==> src/include/evu_pkg.sv <==
// shared types and constants for the exception vectoring unit
package evu_pkg;
    localparam int VEC_W = 8;
    localparam int ADDR_W = 32;
    localparam int NUM_VECTORS = 256;
    localparam int RESERVED_VECTORS = 32;
    localparam int SYSTEM_VECTORS = 224;
    localparam int DESC_BYTES = 8;
    localparam int DESC_SHIFT = 3;
    localparam logic [7:0] VEC_NMI = 8'h02;
    localparam logic [7:0] VEC_RESERVED_TOP = 8'h1F;
    localparam int IF_BIT = 9;
    localparam logic [31:0] FLAGS_RESET = 32'h0000_0002;
    localparam logic [31:0] TABLE_BASE_RESET = 32'h0000_0000;
    localparam logic [31:0] PC_RESET = 32'h0000_0000;

    typedef enum logic [1:0] {
        EVU_FAULT = 2'h0,
        EVU_TRAP = 2'h1,
        EVU_ABORT = 2'h2,
        EVU_SWINT = 2'h3
    } evu_class_t;

    typedef enum logic [1:0] {
        EVU_GATE_INT = 2'h0,
        EVU_GATE_TRAP = 2'h1,
        EVU_GATE_TASK = 2'h2,
        EVU_GATE_BAD = 2'h3
    } evu_gate_t;

    typedef enum logic [2:0] {
        EVU_IDLE = 3'h0,
        EVU_ACK = 3'h1,
        EVU_PUSH = 3'h3,
        EVU_FETCH = 3'h2,
        EVU_ENTER = 3'h6,
        EVU_RET = 3'h7
    } evu_state_t;

    typedef struct packed {
        logic valid;
        evu_class_t cls;
        logic [7:0] vector;
        logic [31:0] addr;
    } evu_exc_t;

    typedef struct packed {
        logic [31:0] ret_addr;
        logic [31:0] flags;
    } evu_frame_t;

    typedef struct packed {
        logic valid;
        evu_gate_t gate;
        logic [31:0] target;
    } evu_desc_t;
endpackage

==> src/design/evu_arbiter.sv <==
// picks the source of the next entry at an instruction boundary
`timescale 1ns/1ps
module evu_arbiter (
    // event sources
    input wire evu_pkg::evu_exc_t exc,
    input wire logic nmi_pend,
    input wire logic nmi_block,
    input wire logic maskable_request_input_level,
    input wire logic if_flag,
    // decision
    output logic take_exc,
    output logic take_nmi,
    output logic take_maskable_request_input
);
    // exceptions of the current instruction come before async requests
    assign take_exc = exc.valid;
    // nmi wins over a maskable request at the same boundary
    assign take_nmi = !exc.valid && nmi_pend && !nmi_block;
    // nmi handler also holds off maskable requests
    assign take_maskable_request_input = !exc.valid && !take_nmi && maskable_request_input_level && if_flag
        && !nmi_block;
endmodule

==> src/design/evu_sync.sv <==
// two-stage synchroniser for the asynchronous request pins
`timescale 1ns/1ps
module evu_sync (
    // clock and reset
    input wire logic clk,
    input wire logic rst_b,
    // pin and synchronised level
    input wire logic pin,
    output logic level
);
    logic meta_q;
    logic level_q;

    always_ff @(posedge clk) begin
        if (!rst_b) begin
            meta_q <= 1'b0;
            level_q <= 1'b0;
        end else begin
            meta_q <= pin;
            level_q <= meta_q;
        end
    end

    assign level = level_q;
endmodule

==> src/design/evu_top.sv <==
// exception vectoring unit: entry, vector selection and handler return
`timescale 1ns/1ps
module evu_top (
    // clock and reset
    input wire logic clk,
    input wire logic rst_b,
    // request pins
    input wire logic maskable_request_input,
    input wire logic nmi_request_input,
    // core sequencing
    input wire logic insn_boundary,
    input wire logic [31:0] cur_insn_addr,
    input wire logic [31:0] next_insn_addr,
    input wire logic [31:0] cur_flags,
    input wire evu_pkg::evu_exc_t exc_in,
    input wire logic handler_return_opcode,
    input wire logic [31:0] table_base,
    // interrupt acknowledge bus
    output logic ack_req,
    input wire logic ack_done,
    input wire logic [7:0] ack_vector,
    // stack push and pop
    output logic push_req,
    output evu_pkg::evu_frame_t push_frame,
    input wire logic push_done,
    output logic pop_req,
    input wire logic pop_done,
    input wire evu_pkg::evu_frame_t pop_frame,
    // descriptor fetch
    output logic desc_req,
    output logic [31:0] desc_addr,
    input wire logic desc_done,
    input wire evu_pkg::evu_desc_t desc_in,
    // results to the core
    output logic enter_valid,
    output logic [31:0] enter_target,
    output evu_pkg::evu_gate_t enter_gate,
    output logic [7:0] enter_vector,
    output logic enter_reserved,
    output logic enter_restartable,
    output logic resume_valid,
    output logic [31:0] resume_addr,
    output logic [31:0] resume_flags,
    output logic busy,
    output logic if_flag
);
    evu_pkg::evu_state_t state_q, state_d;
    logic maskable_request_input_s, nmi_s;
    logic nmi_s_q;
    logic nmi_pend_q, nmi_block_q;
    logic [7:0] vec_q;
    evu_pkg::evu_class_t cls_q;
    logic [31:0] ret_q, flags_q;
    logic if_q;
    logic ack_req_q, push_req_q, pop_req_q, desc_req_q;
    evu_pkg::evu_frame_t push_frame_q;
    logic [31:0] desc_addr_q;
    logic enter_valid_q, resume_valid_q;
    logic [31:0] enter_target_q, resume_addr_q, resume_flags_q;
    evu_pkg::evu_gate_t enter_gate_q;
    logic [7:0] enter_vector_q;
    logic enter_reserved_q, enter_restart_q;
    logic take_exc, take_nmi, take_maskable_request_input;

    // separate pins, each synchronised
    evu_sync u_sync_maskable_request_input (
        .clk(clk),
        .rst_b(rst_b),
        .pin(maskable_request_input),
        .level(maskable_request_input_s)
    );
    evu_sync u_sync_nmi (
        .clk(clk),
        .rst_b(rst_b),
        .pin(nmi_request_input),
        .level(nmi_s)
    );

    evu_arbiter u_arb (
        .exc(exc_in),
        .nmi_pend(nmi_pend_q),
        .nmi_block(nmi_block_q),
        .maskable_request_input_level(maskable_request_input_s),
        .if_flag(if_q),
        .take_exc(take_exc),
        .take_nmi(take_nmi),
        .take_maskable_request_input(take_maskable_request_input)
    );

    wire idle = state_q == evu_pkg::EVU_IDLE;
    // decisions only at a boundary, one sample each
    wire at_bnd = idle && insn_boundary;
    wire go_exc = at_bnd && take_exc;
    wire go_nmi = at_bnd && take_nmi;
    wire go_maskable_request_input = at_bnd && take_maskable_request_input;
    wire go_ret = at_bnd && !take_exc && !take_nmi && !take_maskable_request_input
        && handler_return_opcode;
    wire nmi_rise = nmi_s && !nmi_s_q;
    wire ret_end = state_q == evu_pkg::EVU_RET && pop_done;

    // exception return point by class
    wire exc_is_fault = exc_in.cls == evu_pkg::EVU_FAULT;
    wire exc_is_abort = exc_in.cls == evu_pkg::EVU_ABORT;
    // fault: start of insn incl. prefixes; abort: best effort, not exact
    wire [31:0] exc_ret = exc_is_fault ? exc_in.addr
        : exc_is_abort ? cur_insn_addr
        : next_insn_addr;
    // async requests resume after the finished instruction
    wire [31:0] async_ret = next_insn_addr;

    // table index: base + vector * 8
    wire [31:0] vec_off = {21'h0, vec_q, 3'h0};
    wire [31:0] entry_addr = table_base + vec_off;
    wire vec_reserved = vec_q <= evu_pkg::VEC_RESERVED_TOP;

    wire gate_int = desc_in.gate == evu_pkg::EVU_GATE_INT;

    always_comb begin
        state_d = state_q;
        unique case (state_q)
            evu_pkg::EVU_IDLE: begin
                if (go_maskable_request_input) begin
                    state_d = evu_pkg::EVU_ACK;
                end else if (go_exc || go_nmi) begin
                    state_d = evu_pkg::EVU_PUSH;
                end else if (go_ret) begin
                    state_d = evu_pkg::EVU_RET;
                end
            end
            evu_pkg::EVU_ACK: begin
                if (ack_done) begin
                    state_d = evu_pkg::EVU_PUSH;
                end
            end
            evu_pkg::EVU_PUSH: begin
                // frame on the stack before the vector is used
                if (push_done) begin
                    state_d = evu_pkg::EVU_FETCH;
                end
            end
            evu_pkg::EVU_FETCH: begin
                if (desc_done) begin
                    state_d = evu_pkg::EVU_ENTER;
                end
            end
            evu_pkg::EVU_ENTER: begin
                state_d = evu_pkg::EVU_IDLE;
            end
            evu_pkg::EVU_RET: begin
                if (pop_done) begin
                    state_d = evu_pkg::EVU_IDLE;
                end
            end
            default: begin
                state_d = evu_pkg::EVU_IDLE;
            end
        endcase
    end

    always_ff @(posedge clk) begin
        if (!rst_b) begin
            state_q <= evu_pkg::EVU_IDLE;
            nmi_s_q <= 1'b0;
        end else begin
            state_q <= state_d;
            nmi_s_q <= nmi_s;
        end
    end

    // nmi latch and hold-off; a new edge wins over the take
    always_ff @(posedge clk) begin
        if (!rst_b) begin
            nmi_pend_q <= 1'b0;
            nmi_block_q <= 1'b0;
        end else begin
            if (nmi_rise) begin
                nmi_pend_q <= 1'b1;
            end else if (go_nmi) begin
                nmi_pend_q <= 1'b0;
            end
            if (go_nmi) begin
                nmi_block_q <= 1'b1;
            end else if (ret_end) begin
                nmi_block_q <= 1'b0;
            end
        end
    end

    // vector source and return frame capture
    always_ff @(posedge clk) begin
        if (!rst_b) begin
            vec_q <= 8'h00;
            cls_q <= evu_pkg::EVU_FAULT;
            ret_q <= evu_pkg::PC_RESET;
            flags_q <= evu_pkg::FLAGS_RESET;
        end else if (go_exc) begin
            // vector from the core or the trap opcode
            vec_q <= exc_in.vector;
            cls_q <= exc_in.cls;
            ret_q <= exc_ret;
            flags_q <= cur_flags;
        end else if (go_nmi) begin
            vec_q <= evu_pkg::VEC_NMI;
            cls_q <= evu_pkg::EVU_TRAP;
            ret_q <= async_ret;
            flags_q <= cur_flags;
        end else if (go_maskable_request_input) begin
            cls_q <= evu_pkg::EVU_TRAP;
            ret_q <= async_ret;
            flags_q <= cur_flags;
        end else if (state_q == evu_pkg::EVU_ACK && ack_done) begin
            vec_q <= ack_vector;
        end
    end

    // maskable enable flag
    always_ff @(posedge clk) begin
        if (!rst_b) begin
            if_q <= evu_pkg::FLAGS_RESET[evu_pkg::IF_BIT];
        end else if (state_q == evu_pkg::EVU_FETCH && desc_done) begin
            if (gate_int) begin
                if_q <= 1'b0;
            end
        end else if (ret_end) begin
            if_q <= pop_frame.flags[evu_pkg::IF_BIT];
        end else if (idle) begin
            if_q <= cur_flags[evu_pkg::IF_BIT];
        end
    end

    // bus requests held until the matching done
    always_ff @(posedge clk) begin
        if (!rst_b) begin
            ack_req_q <= 1'b0;
            push_req_q <= 1'b0;
            pop_req_q <= 1'b0;
            desc_req_q <= 1'b0;
            push_frame_q <= '0;
            desc_addr_q <= 32'h0000_0000;
        end else begin
            ack_req_q <= state_d == evu_pkg::EVU_ACK;
            push_req_q <= state_d == evu_pkg::EVU_PUSH;
            pop_req_q <= state_d == evu_pkg::EVU_RET;
            desc_req_q <= state_d == evu_pkg::EVU_FETCH;
            if (state_q != evu_pkg::EVU_PUSH) begin
                push_frame_q <= '{ret_addr: go_exc || go_nmi ?
                    (go_exc ? exc_ret : async_ret) : ret_q,
                    flags: go_exc || go_nmi ? cur_flags : flags_q};
            end
            if (state_q == evu_pkg::EVU_PUSH) begin
                desc_addr_q <= entry_addr;
            end
        end
    end

    // entry and resume results
    always_ff @(posedge clk) begin
        if (!rst_b) begin
            enter_valid_q <= 1'b0;
            enter_target_q <= 32'h0000_0000;
            enter_gate_q <= evu_pkg::EVU_GATE_INT;
            enter_vector_q <= 8'h00;
            enter_reserved_q <= 1'b0;
            enter_restart_q <= 1'b0;
            resume_valid_q <= 1'b0;
            resume_addr_q <= evu_pkg::PC_RESET;
            resume_flags_q <= evu_pkg::FLAGS_RESET;
        end else begin
            enter_valid_q <= state_q == evu_pkg::EVU_FETCH && desc_done;
            resume_valid_q <= ret_end;
            if (state_q == evu_pkg::EVU_FETCH && desc_done) begin
                enter_target_q <= desc_in.target;
                enter_gate_q <= desc_in.gate;
                enter_vector_q <= vec_q;
                enter_reserved_q <= vec_reserved;
                // only faults may be restarted
                enter_restart_q <= cls_q == evu_pkg::EVU_FAULT;
            end
            if (ret_end) begin
                resume_addr_q <= pop_frame.ret_addr;
                resume_flags_q <= pop_frame.flags;
            end
        end
    end

    assign ack_req = ack_req_q;
    assign push_req = push_req_q;
    assign push_frame = push_frame_q;
    assign pop_req = pop_req_q;
    assign desc_req = desc_req_q;
    assign desc_addr = desc_addr_q;
    assign enter_valid = enter_valid_q;
    assign enter_target = enter_target_q;
    assign enter_gate = enter_gate_q;
    assign enter_vector = enter_vector_q;
    assign enter_reserved = enter_reserved_q;
    assign enter_restartable = enter_restart_q;
    assign resume_valid = resume_valid_q;
    assign resume_addr = resume_addr_q;
    assign resume_flags = resume_flags_q;
    assign busy = !idle;
    assign if_flag = if_q;
endmodule

==> config.mk <==
export PLATFORM = sky130hd
export DESIGN_NAME = evu_top
export DESIGN_NICKNAME = d
export VERILOG_FILES = /design/src/include/evu_pkg.sv /design/src/design/evu_arbiter.sv /design/src/design/evu_sync.sv /design/src/design/evu_top.sv
export SDC_FILE = /design/constraint.sdc
export NUM_CORES = 1
export LEC_CHECK = 0
export BUFFER_PORTS_ARGS = -buffer_cell sky130_fd_sc_hd__buf_2
export CAP_MARGIN = 5
export CORE_ASPECT_RATIO = 1.4
export CORE_MARGIN = 1.5
export CORE_UTILIZATION = 30
export DETAILED_ROUTE_END_ITERATION = 8
export GPL_TIMING_DRIVEN = 0
export PLACE_DENSITY_LB_ADDON = 0.05
export RECOVER_POWER = 100
export SYNTH_ARGS = -nofsm -noshare
export SYNTH_HDL_FRONTEND = slang
export SYNTH_SLANG_ARGS = --single-unit
==> constraint.sdc <==
create_clock -name clk -period 2.65 [get_ports clk]
set_clock_uncertainty 0.2 [all_clocks]
set_input_delay 0.1325 -clock clk [delete_from_list [all_inputs] [get_ports clk]]
set_output_delay 0.1325 -clock clk [all_outputs]
set_load 0.02 [all_outputs]
==> qor.csv <==
metric;value;unit
start_util;30.5;%
ant_nets;0;
async_flop_share;0;%
power.leakage;7.56;nW
dp_hpwl;39900;um
worst_r2r_startpoint;state_q[0];
violations;setup timing;
peakVddDrop;0.473;mV
layout_commonest_cell;nand2_1;
antenna_found_initial;1;
h-tree-depth;2;
insertion_delay;530;ps
ys_warn_count;0;
place.gp.congestion;0.813;
cp.required;2900;ps
drive_above_1_share;19.0;%
holdPathEnd;if_flag;
clock_sinks;295;
wl_per_cell;18.5;um
hold_path.class;in2reg;
final.setup.worst_slack;-22.4;ps
worstSetupEndpointType;register;
area_growth;54.8;%
die_h;245;um
ys_ff_latch;295;
avgSynthCellArea;7.97;sq um
slew_viol_final;0;
syn-cell-area;0.0126;sq mm
whs_path_depth;5;
status;complete, but fails checks;
stdcell_count;2956;
min_from;desc_done;
routed_via_density;4.84;
dp_cells;2614;
fin_crit_sh;101;%
grt_usage;24.7;%
rsz0062_at_grt;true;
grt_pass1_wl;82000;um
synth_edf_count;0;
die_area;0.0432;sq mm
clock_path_buffers;3;
setup_viol;6;
fin_nets;2691;
cp.arrival;2920;ps
coreArea;0.0413;sq mm
grt_start_max_net_pins;13;
drt_iter0_drc;753;
cts_buffers;34;
io-pin-count;500;
final_util;47.1;%
synth_nets;1874;
drt_wl_total;54800;um
period_minus_slack;2670;ps
synth_cell_types;62;
worstPathMaxFanout;10;
cts_tree;done;
vias;14300;
reg2reg_slack;-20;ps
rr_worst_depth;7;
grt_pass1_vias;14500;
ctsRootBufferMaster;clkbuf_16;
syn_inst;1577;
grt_overflow_total;0;
critPathLaunchType;register;
maxSlewHeadroom;36.3;%
ys.flop_type;dfxtp_1;
power_density;636;mW/mm^2
die_x;176;um
drc;0;
final_cell_mix;nand2_1, buf_2, clkbuf_1, dfxtp_1, dlygate4sd3_1;
drtPass1Iterations;5;
fmax;374;MHz
hold_viol_final;0;
critPathKind;reg2reg;
rr_endpoint;push_frame[33];
tightestPinTransition;952;ps
drv_cap;0;
io_buffers;497;
ys_seq_area_share;47.0;%
row_count;88;
clk_transition_reported_paths;60;ps
[critical path, stage by stage (launching register included)]
cell,delay (ps)
dfxtp_1,300
buf_2,190
nand2_1,140
nor2_2,580
buf_2,430
clkbuf_1,470
a21oi_1,80
a21oi_1,170
[per-layer routing]
layer | part of all wire, % | track usage, % | routed length (um) | vias up
met2 | 52 | 45.9 | 28300 | 486
met1 | 38 | 26.7 | 21000 | 6684
li1 | - | - | - | 7048
met5 | 0.024 | 0 | 13 | -
met4 | 3.4 | 9.53 | 1840 | 2
met3 | 6.6 | 5.90 | 3620 | 90
[cells by family after synthesis]
kind of cell             after synthesis  share of synthesized area, %
adder cells (fa/ha/maj)                9                         0.955
multiplexers                          64                          5.73
XOR/XNOR                               6                         0.418
buffers and inverters                136                          4.73
AO/OA/AOI/OAI                        429                          20.0
AND/OR/NAND/NOR                      638                          21.2
flip-flops                           295                          47.0
[synth_stat cells, types with 9 or more instances]
library cell    n  area (sq um)
a22oi_1         9          67.6
dfxtp_1       295          5910
clkbuf_1       85           319
nor2_1         68           255
and2_1         15          93.8
a21oi_1       261          1310
inv_1          12          45.0
mux2_2         64           721
buf_2          28           140
a311oi_1       32           280
nand3_1        22           110
nor3_1         15          75.1
nand2_1       465          1750
a31oi_1         9          56.3
a211oi_1       11          82.6
o21ai_0        56           280
[per-stage QoR]
step | power (mW) | worst slack, ps | hold slack (ps) | TNS [ps] | area [sq um]
2_1_floorplan | 6.37 | 202 | 56.7 | 0 | 12600
3_3_place_gp | 7.36 | -288 | 142 | -11630 | 15700
3_5_place_dp | 7.38 | -290 | 143 | -12130 | 15700
4_1_cts | 12.6 | 4.35 | 26.2 | 0 | 19700
5_1_grt | 13.0 | -100 | 67.1 | -3970 | 19500
6_report | 12.4 | -22.4 | 55.3 | -60.6 | 19500
[cell type report]
cell class	instances	area, sq um
fillers	4270	21800
multi-input cells	1146	6100
flip-flops and latches	295	5910
repair buffers	783	5070
clock buffers	48	993
well taps	540	676
plain buffers	122	551
clock inverters	8	115
inverters	12	45.0
diodes	2	5.00
[power by group]
part	switching (mW)	internal [mW]	leakage [nW]	total (mW)
clock network	1.97	2.81	0.548	4.78
logic	1.59	1.06	4.62	2.65
registers	0.186	4.76	2.40	4.95
[flip-flops by register name (all words and copies together) (netlist names), 2 cells and up]
name,count
ret_q,32
enter_vector,8
resume_flags,32
state_q,3
enter_target,32
desc_addr,32
vec_q,8
flags_q,32
push_frame,64
enter_gate,2
resume_addr,32
cls_q,2
[how the worst max path moves through the flow]
stage | startpoint | to | slack (ps) | cells past startpoint
3_5_place_dp | vec_q[0] | desc_addr[25] | -290 | 8
6_report | state_q[0] | push_frame[33] | -20 | 7
4_1_cts | state_q[0] | push_frame[58] | 4 | 7
5_1_grt | state_q[0] | push_frame[33] | -100 | 7
2_1_floorplan | vec_q[0] | desc_addr[25] | 200 | 8
3_3_place_gp | state_q[0] | push_frame[58] | -290 | 7
[what timing repair did]
item | 4_1_cts | 5_1_grt
hold endpoints to repair | 273 | 0
setup endpoints to repair | 71 | 117
pin swaps | 1 | 1
hold buffers | 282 | 0
gates resized for setup | 9 | 13
setup buffers | 1 | 3
(Power assumes the default switching activity.)
